## src/scc_consts.vh

```
`ifndef SCC_CONSTS_VH
`define SCC_CONSTS_VH

// Register indices; byte address is four times the index
`define SCC_IDX_CFG 12'h120
`define SCC_IDX_IGN 12'h121
`define SCC_IDX_WIN 12'h122
`define SCC_IDX_STAT 12'h124

// Capture configuration fields
`define SCC_CFG_FLAGRST 6
`define SCC_CFG_TRANS 4
`define SCC_CFG_EDGE 3
`define SCC_CFG_MODE_HI 2
`define SCC_CFG_MODE_LO 1
`define SCC_CFG_WMASK 8'h5e

// Ignore count field
`define SCC_IGN_WMASK 8'h0f

// Skew window fields
`define SCC_WIN_NEG_HI 3
`define SCC_WIN_NEG_LO 2
`define SCC_WIN_POS_HI 1
`define SCC_WIN_POS_LO 0
`define SCC_WIN_WMASK 8'h0f

// Status fields
`define SCC_STAT_SETUP 0
`define SCC_STAT_HOLD 1
`define SCC_STAT_ALIGNED 2
`define SCC_STAT_ARMED 3

// Capture modes
`define SCC_MODE_OFF 2'b00
`define SCC_MODE_CONT 2'b01
`define SCC_MODE_NSHOT 2'b10

// Reset value of every control field
`define SCC_RST_VAL 8'h00

`endif

```

## src/scc_sync.v

```verilog
`timescale 1ns/10ps
`default_nettype none

// Two-flop synchroniser, one per bit
module scc_sync #(
  parameter W = 1
) (
  input wire clk,
  input wire rst,
  input wire [W-1:0] async_in,
  output wire [W-1:0] sync_out
);

  reg [W-1:0] meta_q; // First stage, read by stage two only
  reg [W-1:0] stab_q; // Second stage, safe to use

  // Plain shift through both stages
  always @(posedge clk) begin
    if (rst) begin
      meta_q <= {W{1'b0}};
      stab_q <= {W{1'b0}};
    end else begin
      meta_q <= async_in;
      stab_q <= meta_q;
    end
  end

  assign sync_out = stab_q;

endmodule

`default_nettype wire

```

## src/scc_skew_chk.v

```verilog
`timescale 1ns/10ps
`default_nettype none

// Classifies a transition against the expected phase zero
module scc_skew_chk #(
  parameter PERIOD = 16,
  parameter PW = 4
) (
  input wire [PW-1:0] phase,
  input wire [1:0] neg_win,
  input wire [1:0] pos_win,
  output reg exact,
  output reg early,
  output reg late,
  output reg in_win
);

  reg [PW-1:0] early_by; // Clocks before expected zero
  reg late_side; // Phase in first half means late

  // Late side: arrived phase clocks after zero; early side: before it
  always @* begin
    early_by = PERIOD[PW-1:0] - phase;
    late_side = (phase < PERIOD[PW:1]);
    exact = (phase == {PW{1'b0}});
    early = !exact && !late_side;
    late = !exact && late_side;
    if (exact) begin
      in_win = 1'b1;
    end else if (late_side) begin
      in_win = (phase <= {{(PW-2){1'b0}}, pos_win});
    end else begin
      in_win = (early_by <= {{(PW-2){1'b0}}, neg_win});
    end
  end

endmodule

`default_nettype wire

```

## src/scc_top.v

```verilog
// What this block does
// - Flag-reset bit holds setup/hold flags cleared
// - Transition select: 0 rising, 1 falling valid
// - Edge select: capture on rising or falling clock
// - Mode 00 off, 01 continuous, 10 N-shot
// - N-shot ignores first n transitions, acts next
// - Negative window 00..10 ignores early by 0..2
// - Negative window 11 ignores early by three
// - Positive window ignores late by 0..3
//
// Our own choice: the APB slave port.
`timescale 1ns/10ps
`default_nettype none
`include "scc_consts.vh"

module scc_top #(
  parameter PERIOD = 16, // Local frame clock period in sample clocks
  parameter PW = 4, // Phase counter width
  parameter AW = 14 // APB byte address width
) (
  input wire clk,
  input wire rst,
  input wire psel,
  input wire penable,
  input wire pwrite,
  input wire [AW-1:0] paddr,
  input wire [31:0] pwdata,
  output reg [31:0] prdata,
  output reg pready,
  output reg pslverr,
  input wire sysref_in,
  output reg sysref_align_q,
  output reg setup_err_q,
  output reg hold_err_q,
  output reg [PW-1:0] lmfc_phase_q
);

  // Software registers
  reg [7:0] cfg_q; // Capture configuration
  reg [7:0] ign_q; // N-shot ignore count
  reg [7:0] win_q; // Skew windows

  // Views only; every field is a plain slice of its register,
  // so a read returns exactly what the logic acts on
  // Field views
  wire flag_rst = cfg_q[`SCC_CFG_FLAGRST];
  wire trans_fall = cfg_q[`SCC_CFG_TRANS];
  wire edge_fall = cfg_q[`SCC_CFG_EDGE];
  wire [1:0] mode = cfg_q[`SCC_CFG_MODE_HI:`SCC_CFG_MODE_LO];
  wire [3:0] ign_n = ign_q[3:0];
  wire [1:0] neg_win = win_q[`SCC_WIN_NEG_HI:`SCC_WIN_NEG_LO];
  wire [1:0] pos_win = win_q[`SCC_WIN_POS_HI:`SCC_WIN_POS_LO];

  // Capture state
  reg neg_cap_q; // Pin sampled on the falling edge
  reg prev_q; // Last synchronised level, for edge finding
  reg [3:0] shot_cnt_q; // Transitions discarded so far
  reg armed_q; // N-shot still waiting for its shot
  reg aligned_q; // Phase counter has been set once

  // Writes commit only in the access cycle with pready high;
  // the address above bit 1 is a word index, and low address bits must be zero
  // APB decode
  wire setup_ph = psel && !penable;
  wire wr_done = psel && penable && pready && pwrite;
  wire [11:0] idx = paddr[AW-1:2];
  wire word_ok = (paddr[1:0] == 2'b00);
  wire hit_cfg = word_ok && (idx == `SCC_IDX_CFG);
  wire hit_ign = word_ok && (idx == `SCC_IDX_IGN);
  wire hit_win = word_ok && (idx == `SCC_IDX_WIN);
  wire hit_stat = word_ok && (idx == `SCC_IDX_STAT);
  wire hit_any = hit_cfg || hit_ign || hit_win || hit_stat;

  // The negedge flop only widens the choice of capture edge;
  // it feeds no logic directly, so the pin still meets two
  // rising-edge flops before the edge finder
  // Cost: the falling-edge path may lag the rising one by one
  // clock, which matters when the skew windows are sized
  // Falling-edge sampler; covered by the synchroniser below
  always @(negedge clk) begin
    if (rst) begin
      neg_cap_q <= 1'b0;
    end else begin
      neg_cap_q <= sysref_in;
    end
  end

  // One shared synchroniser keeps the two sample paths matched
  // in delay apart from the half cycle of the negedge flop
  // Both edge samples pass two flops before use
  wire [1:0] sync_lvl;

  scc_sync #(
    .W(2)
  ) u_sync (
    .clk(clk),
    .rst(rst),
    .async_in({neg_cap_q, sysref_in}),
    .sync_out(sync_lvl)
  );

  // Pick the capturing clock edge
  wire cur_lvl = edge_fall ? sync_lvl[1] : sync_lvl[0];

  // Valid transition by polarity; a change of polarity while capture runs
  // cannot fake an edge, since rise and fall both come from the same level history
  wire rise = cur_lvl && !prev_q;
  wire fall = !cur_lvl && prev_q;
  wire valid_tr = trans_fall ? fall : rise;

  // Phase below half a frame counts as late, the rest as early;
  // the window fields decide how far either side is tolerated
  // Window classification of the current phase
  wire sk_exact;
  wire sk_early;
  wire sk_late;
  wire sk_in_win;

  scc_skew_chk #(
    .PERIOD(PERIOD),
    .PW(PW)
  ) u_skew (
    .phase(lmfc_phase_q),
    .neg_win(neg_win),
    .pos_win(pos_win),
    .exact(sk_exact),
    .early(sk_early),
    .late(sk_late),
    .in_win(sk_in_win)
  );

  // Code 11 has no defined meaning; treating it as off keeps a
  // stray write from starting capture unexpectedly
  // Mode decides whether this transition is acted on
  reg act;
  always @* begin
    case (mode)
      `SCC_MODE_CONT: begin
        act = valid_tr;
      end
      `SCC_MODE_NSHOT: begin
        act = valid_tr && armed_q && (shot_cnt_q == ign_n);
      end
      default: begin
        act = 1'b0; // Disabled; 11 treated as disabled too
      end
    endcase
  end

  // First capture always aligns; later ones only when outside the window
  wire realign = act && (!aligned_q || !sk_in_win);
  wire mis_early = act && aligned_q && sk_early && !sk_in_win;
  wire mis_late = act && aligned_q && sk_late && !sk_in_win;

  // Any write that selects N-shot re-arms the shot counter
  wire arm_wr = wr_done && hit_cfg &&
    (pwdata[`SCC_CFG_MODE_HI:`SCC_CFG_MODE_LO] == `SCC_MODE_NSHOT);

  // Masks drop reserved bits on the way in, so the read path
  // needs no extra gating for them
  // Register writes; masks keep reserved bits at zero
  always @(posedge clk) begin
    if (rst) begin
      cfg_q <= `SCC_RST_VAL;
      ign_q <= `SCC_RST_VAL;
      win_q <= `SCC_RST_VAL;
    end else if (wr_done) begin
      if (hit_cfg) begin
        cfg_q <= pwdata[7:0] & `SCC_CFG_WMASK;
      end
      if (hit_ign) begin
        ign_q <= pwdata[7:0] & `SCC_IGN_WMASK;
      end
      if (hit_win) begin
        win_q <= pwdata[7:0] & `SCC_WIN_WMASK;
      end
    end
  end

  // Tracks the selected level, not the raw pin; switching the edge
  // select while the pin is high could fake a transition, so that
  // change belongs in a period with capture off
  // Edge history follows the selected level
  always @(posedge clk) begin
    if (rst) begin
      prev_q <= 1'b0;
    end else begin
      prev_q <= cur_lvl;
    end
  end

  // Counter moves only on valid transitions while armed; after the
  // shot the pin is ignored until software re-arms by writing the
  // mode field with N-shot again
  // Limitation: a new ignore count written mid-count is not guarded;
  // the compare simply uses the new value from then on
  // N-shot counting: discard n valid transitions, then fire once
  always @(posedge clk) begin
    if (rst) begin
      shot_cnt_q <= 4'h0;
      armed_q <= 1'b0;
    end else if (arm_wr) begin
      shot_cnt_q <= 4'h0;
      armed_q <= 1'b1;
    end else if (mode == `SCC_MODE_NSHOT && armed_q && valid_tr) begin
      if (shot_cnt_q == ign_n) begin
        armed_q <= 1'b0;
      end else begin
        shot_cnt_q <= shot_cnt_q + 4'h1;
      end
    end
  end

  // Realign loads one, not zero: the acting cycle itself is phase
  // zero, so the following cycle is phase one
  // The wrap compare truncates PERIOD to PW bits, so PERIOD must
  // not exceed two to the power PW
  // Frame phase counter; a realigning transition marks phase zero now
  always @(posedge clk) begin
    if (rst) begin
      lmfc_phase_q <= {PW{1'b0}};
      aligned_q <= 1'b0;
    end else if (realign) begin
      lmfc_phase_q <= (PERIOD == 1) ? {PW{1'b0}} : {{(PW-1){1'b0}}, 1'b1};
      aligned_q <= 1'b1;
    end else if (lmfc_phase_q == PERIOD[PW-1:0] - {{(PW-1){1'b0}}, 1'b1}) begin
      lmfc_phase_q <= {PW{1'b0}};
    end else begin
      lmfc_phase_q <= lmfc_phase_q + {{(PW-1){1'b0}}, 1'b1};
    end
  end

  // One-cycle pulse whenever the phase is reset
  always @(posedge clk) begin
    if (rst) begin
      sysref_align_q <= 1'b0;
    end else begin
      sysref_align_q <= realign;
    end
  end

  // Clear wins over a new error in the same cycle while the reset
  // bit is set; a flag latches only once the bit is back at zero
  // Errors come only from acted transitions outside the window
  // after the first alignment, never from the first capture
  // Sticky error flags; flag reset holds them clear
  always @(posedge clk) begin
    if (rst) begin
      setup_err_q <= 1'b0;
      hold_err_q <= 1'b0;
    end else if (flag_rst) begin
      setup_err_q <= 1'b0;
      hold_err_q <= 1'b0;
    end else begin
      setup_err_q <= setup_err_q || mis_early;
      hold_err_q <= hold_err_q || mis_late;
    end
  end

  // Status word: error flags, alignment done and N-shot armed;
  // reserved positions fall through as zero from the default
  // Read mux; unused upper bits read zero
  reg [7:0] rd_byte;
  always @* begin
    rd_byte = 8'h00;
    if (hit_cfg) begin
      rd_byte = cfg_q;
    end else if (hit_ign) begin
      rd_byte = ign_q;
    end else if (hit_win) begin
      rd_byte = win_q;
    end else if (hit_stat) begin
      rd_byte[`SCC_STAT_SETUP] = setup_err_q;
      rd_byte[`SCC_STAT_HOLD] = hold_err_q;
      rd_byte[`SCC_STAT_ALIGNED] = aligned_q;
      rd_byte[`SCC_STAT_ARMED] = armed_q;
    end
  end

  // Zero wait states: pready rises in the first access cycle and
  // drops after one cycle, so back-to-back transfers are fine
  // An unmapped or unaligned address answers with pslverr and
  // leaves every register untouched
  // APB slave: answer prepared in setup, so access completes at once;
  // registering the answer keeps every output a flop
  always @(posedge clk) begin
    if (rst) begin
      pready <= 1'b0;
      pslverr <= 1'b0;
      prdata <= 32'h0000_0000;
    end else if (setup_ph) begin
      pready <= 1'b1;
      pslverr <= !hit_any;
      prdata <= pwrite ? 32'h0000_0000 : {24'h00_0000, rd_byte};
    end else begin
      pready <= 1'b0;
      pslverr <= 1'b0;
    end
  end

endmodule

`default_nettype wire

```

## config.mk

```make
export PLATFORM = sky130hd
export DESIGN_NAME = scc_top
export DESIGN_NICKNAME = d
export VERILOG_FILES = /design/src/scc_sync.v /design/src/scc_skew_chk.v /design/src/scc_top.v
export VERILOG_INCLUDE_DIRS = /design/src
export SDC_FILE = /design/constraint.sdc
export NUM_CORES = 1
export LEC_CHECK = 0
export BUFFER_PORTS_ARGS = -buffer_cell sky130_fd_sc_hd__buf_2
export CAP_MARGIN = 20
export CORE_MARGIN = 2
export CORE_UTILIZATION = 39
export DETAILED_ROUTE_END_ITERATION = 7
export GPL_ROUTABILITY_DRIVEN = 0
export HOLD_SLACK_MARGIN = 0.08
export PLACE_DENSITY = 0.8
export SLEW_MARGIN = 20
export SYNTH_ARGS = -nofsm -noshare
export SYNTH_HDL_FRONTEND = slang
export SYNTH_SLANG_ARGS = --single-unit
```

## constraint.sdc

```tcl
create_clock -name clk -period 2.4 [get_ports clk]
set_input_delay 0.6 -clock clk [delete_from_list [all_inputs] [get_ports clk]]
set_output_delay 0.6 -clock clk [all_outputs]
set_load 0.005 [all_outputs]
```

### Word level (Yosys, flattened, before mapping)

Index checks and enable logic that the tools add are counted.

| storage, ports and cells | value |
|---|---|
| word-level logic and storage cells | 102 |
| output and inout bits | 41 |
| flip-flop bits (word level) | 66 |
| input port bits | 52 |

| operators by class | value |
|---|---|
| reduce and logical (&&, ||, !) cells | 51 |
| mux-type cells | 16 |
| order comparisons | 3 |
| $add $sub $neg | 3 |
| eq/ne operators | 9 |
| bitwise gates (word level) | 2 |

Operators with widths:

| kind | count |
|---|---|
| 12-bit by 9-bit == test with 1-bit output (second input constant) | 4 |
| 1-bit logical AND | 24 |
| 4-bit two-way mux | 3 |
| 1-bit two-way mux | 10 |
| 2-bit AND reduction | 5 |
| 4-bit by 1-bit adder with 4-bit output (second input constant) | 2 |
| 4-bit by 2-bit less-or-equal comparator with 1-bit output | 2 |
| 1-bit logical NOT | 8 |
| 8-bit two-way mux | 1 |
| 7-bit two-way mux | 1 |
| 1-bit logical OR | 6 |
| 2-bit OR reduction | 3 |
| 2-bit == test (second input constant) | 2 |
| 4-bit == test | 1 |
| 4-bit == test (second input constant) | 1 |
| 4-bit logical NOT | 1 |
| 4-bit < comparator (second input constant) | 1 |
| 2-bit nonzero test | 2 |
| 1-bit by 4-bit subtractor with 4-bit output (first input constant) | 1 |
| 3-bit OR reduction | 1 |
| 2-bit by 1-bit == test with 1-bit output (second input constant) | 1 |
| 2-bit logical NOT | 1 |
| 1-bit inverter | 2 |
| 1-bit one-hot mux with 2 select lines | 1 |

### Logic depth before layout (Yosys ltp)

| logic depth | value |
|---|---|
| depth after elaboration | 11 |
| depth in mapped cells | 8 |

### Cells and area by module

From an unflattened synthesis, not the netlist that was laid out.

| second synthesis, totals | value |
|---|---|
| cells, all modules | 269 |
| area total of the unflattened synthesis | 2278.4 um^2 |

By module, submodules not included:

| module | area an instance (um^2) | cells an instance | instances | seq. area each (um^2) |
|---|---|---|---|---|
| scc_top | 2015.7 | 237 | 1 | 720.7 |
| scc_skew_chk | 157.7 | 24 | 1 | 0.0 |
| scc_sync | 105.1 | 8 | 1 | 80.1 |

==> results_dict.tcl <==
set metrics [dict create \
    status "finished clean" \
    wl_per_cell_um 12.0 \
    nNetsFinal 345 \
    seqPwrFrac_pct 54.1 \
    clock_latency_ns 0.34 \
    synthCells 247 \
    drt_iter0_drc 122 \
    cts.repair.resized 0 \
    ys_ff_latch 40 \
    rsz0062_at_grt "false" \
    fmax_mhz 444 \
    clkPwrFrac_pct 35.7 \
    core_um2 5440 \
    end_kind "flop" \
    async_flop_share_pct 0 \
    maxCapViolCount 0 \
    irDropWorstVdd_uv 401 \
    critical_path_class "reg2reg" \
    drive_above_1_share_pct 20.4 \
    hold_viol_final 0 \
    area_growth_syn_to_layout_pct 11.2 \
    cellPowerDensity_nw_per_um2 525 \
    min_period_ns 2.25 \
    post-cts-setup-buffer-count 0 \
    p_leak_nw 1.10 \
    cts_tree "built" \
    power.total_mw 1.26 \
    netlist.area_leader.share_pct 37.0 \
    htreeDepth 2 \
    die_area_um2 6160 \
    hold_buffers 0 \
    slew_headroom_pct 63.0 \
    synth-edff-count 0 \
    synthFlopType "dfxtp_1" \
    wl_um 4270 \
    setup_tns_ns 0 \
    antenna_cells 0 \
    switching_power_mw 0.310 \
    synth-seq-area-share_pct 37.0 \
    synth_top_area_cell "dfxtp_1" \
    r2r_cells 8 \
    die_y_um 78.5 \
    rr_endpoint "lmfc_phase_q[0]$_SDFF_PP0_" \
    drv_slew 0 \
    gr-total-overflow 0 \
    yosys.cell_count.top_type "dfxtp_1" \
    start_util_pct 39.8 \
    yosysUniqueCellTypes 44 \
    tightest_slew_ns 0.550 \
    cts.clk_slew.worst_paths_ns 0.07 \
    yosys_warnings 0 \
    die_w_um 78.5 \
    hp-start "u_sync.meta_q[0]$_SDFF_PP0_" \
    via_count 1710 \
    cts_sinks 40 \
    grt_pass1_wl_um 7120 \
    fin_crit_sh_pct 93.9 \
    avgSynthCellArea_um2 8.76 \
    switching_share_pct 24.5 \
    cts_buffer_depth 2 \
    critPathMaxFanout 6 \
    p_comb_share_pct 10.2 \
    num-fill-cells 544 \
    drc 0 \
    skew_ns 0.0553 \
    row_count 27 \
    grt_usage_pct 14.6 \
    antenna_found_initial 0 \
    hold_path.class "reg2reg" \
    ant_nets 0 \
    viasPerCell 4.80 \
    cp.arrival_ns 2.44 \
    io-pin-count 93 \
    finalSetupViolCount 0 \
    reg2reg_slack_ns 0.15 \
    hpwl_um 3370 \
    yosys-top-cells-area "dfxtp_1 37%, buf_4 9.0%, mux2i_1 6.9%" \
    rr_startpoint "lmfc_phase_q[0]$_SDFF_PP0_" \
    grt_max_degree 35 \
    synth_area_um2 2160 \
    hold_path_depth 1 \
    cts_inserted_buffers 5 \
    p_int_mw 0.953 \
    synth_commonest_cells "40 x dfxtp_1, 30 x nor2_1, 26 x buf_4, 15 x mux2i_1, 13 x nand2_1" \
    grt_pass1_vias 1542 \
    crit_required_ns 2.59 \
    numPortBuffers 40 \
    firstDrtPassIters 4 \
    startpoint_type "flop" \
    root_buffer "clkbuf_8" \
    hold_end "u_sync.sync_out[0]$_SDFF_PP0_" \
]
==> power by group through the flow <==
stage	logic, mW	registers, mW	clock network [mW]
3_3_place_gp	0.125	0.697	0.00522
2_1_floorplan	0.115	0.694	0.00522
3_5_place_dp	0.130	0.698	0.00522
5_1_grt	0.149	0.684	0.489
4_1_cts	0.130	0.683	0.456
6_report	0.129	0.683	0.451
==> how the worst max path moves through the flow <==
stage,startpoint,to,cells past startpoint
2_1_floorplan,rst,neg_cap_q$_SDFF_NP0_,3
3_3_place_gp,lmfc_phase_q[0]$_SDFF_PP0_,lmfc_phase_q[0]$_SDFF_PP0_,8
3_5_place_dp,lmfc_phase_q[0]$_SDFF_PP0_,lmfc_phase_q[0]$_SDFF_PP0_,8
4_1_cts,lmfc_phase_q[0]$_SDFF_PP0_,lmfc_phase_q[0]$_SDFF_PP0_,8
5_1_grt,lmfc_phase_q[0]$_SDFF_PP0_,lmfc_phase_q[0]$_SDFF_PP0_,8
6_report,lmfc_phase_q[0]$_SDFF_PP0_,lmfc_phase_q[0]$_SDFF_PP0_,8
==> stage by stage <==
stage | setup WS, ns | instances | util [%] | hold WS, ns | instance area (µm²)
4_1_cts | 0.141 | 356 | 44.3 | 0.444 | 2410
5_1_grt | 0.0107 | 356 | 44.3 | 0.462 | 2410
6_report | 0.146 | 356 | 44.3 | 0.438 | 2410
3_3_place_gp | 0.240 | 349 | 42.7 | 0.422 | 2320
2_1_floorplan | 0.0166 | 272 | - | 0.414 | 2260
3_5_place_dp | 0.154 | 349 | 42.7 | 0.429 | 2320
==> layout make-up <==
type	count	area, µm²	area share (%)
clock buffers	6	82.6	3.43
clock inverters	2	7.51	0.312
inverters	10	37.5	1.56
multi-input cells	185	1180	49.1
flip-flops and latches	40	801	33.3
well taps	72	90.1	3.74
repair buffers	41	208	8.63
==> sequential cells by signal (all words and copies together) (netlist names) <==
name / flops
armed_q: 1
prdata: 6
lmfc_phase_q: 4
ign_q: 4
cfg_q: 5
shot_cnt_q: 4
pready: 1
setup_err_q: 1
neg_cap_q: 1
aligned_q: 1
u_sync.meta_q: 2
hold_err_q: 1
pslverr: 1
prev_q: 1
win_q: 4
u_sync.sync_out: 2
sysref_align_q: 1
==> metal layers <==
metal / vias to the layer above / routed length, µm / GRT usage, %
met3: 7 / 308 / 4.14
met5: - / 0 / 0
met4: 0 / 59 / 5.26
li1: 869 / - / -
met2: 58 / 1930 / 23.8
met1: 776 / 1970 / 18.4
==> worst max-delay path, cell delays in order, from the launching register on <==
cell and delay (ns):
dfxtp_1 0.44, inv_1 0.12, ha_1 0.33, ha_1 0.30
nor2b_1 0.14, o21ai_0 0.29, a22o_1 0.22, a21oi_2 0.09
o21ba_2 0.23
==> logic make-up (layout without fill, tap and decap cells) <==
| kind of cell | Yosys count | after routing | synth area share [%] |
|---|---|---|---|
| xor gates and xnor gates | 7 | 7 | 2.83 |
| and+or+nand+nor | 87 | 87 | 21.8 |
| DFF | 40 | 40 | 37.0 |
| other | 1 | 26 | 0.173 |
| muxes | 17 | 17 | 8.09 |
| AOI/OAI and AO/OA | 39 | 39 | 12.1 |
| buffers and inverters | 47 | 59 | 12.8 |
| adders and majority gates | 9 | 9 | 5.20 |
==> placed cells by master (no fill, tap or decap), drive strengths merged, types with 3 or more instances in the layout <==
cell and instances:
buf 41, dfxtp 40, nor2 30, conb 26, mux2i 16, nand2 13
inv 11, o21ai 11, nor2b 10, ha 9, a21oi 7, nor3 6
clkbuf 6, xor2 5, nand3 5, a22o 4, a22oi 4, nor4 3
and3 3, a32oi 3
(Power assumes the default switching activity.)
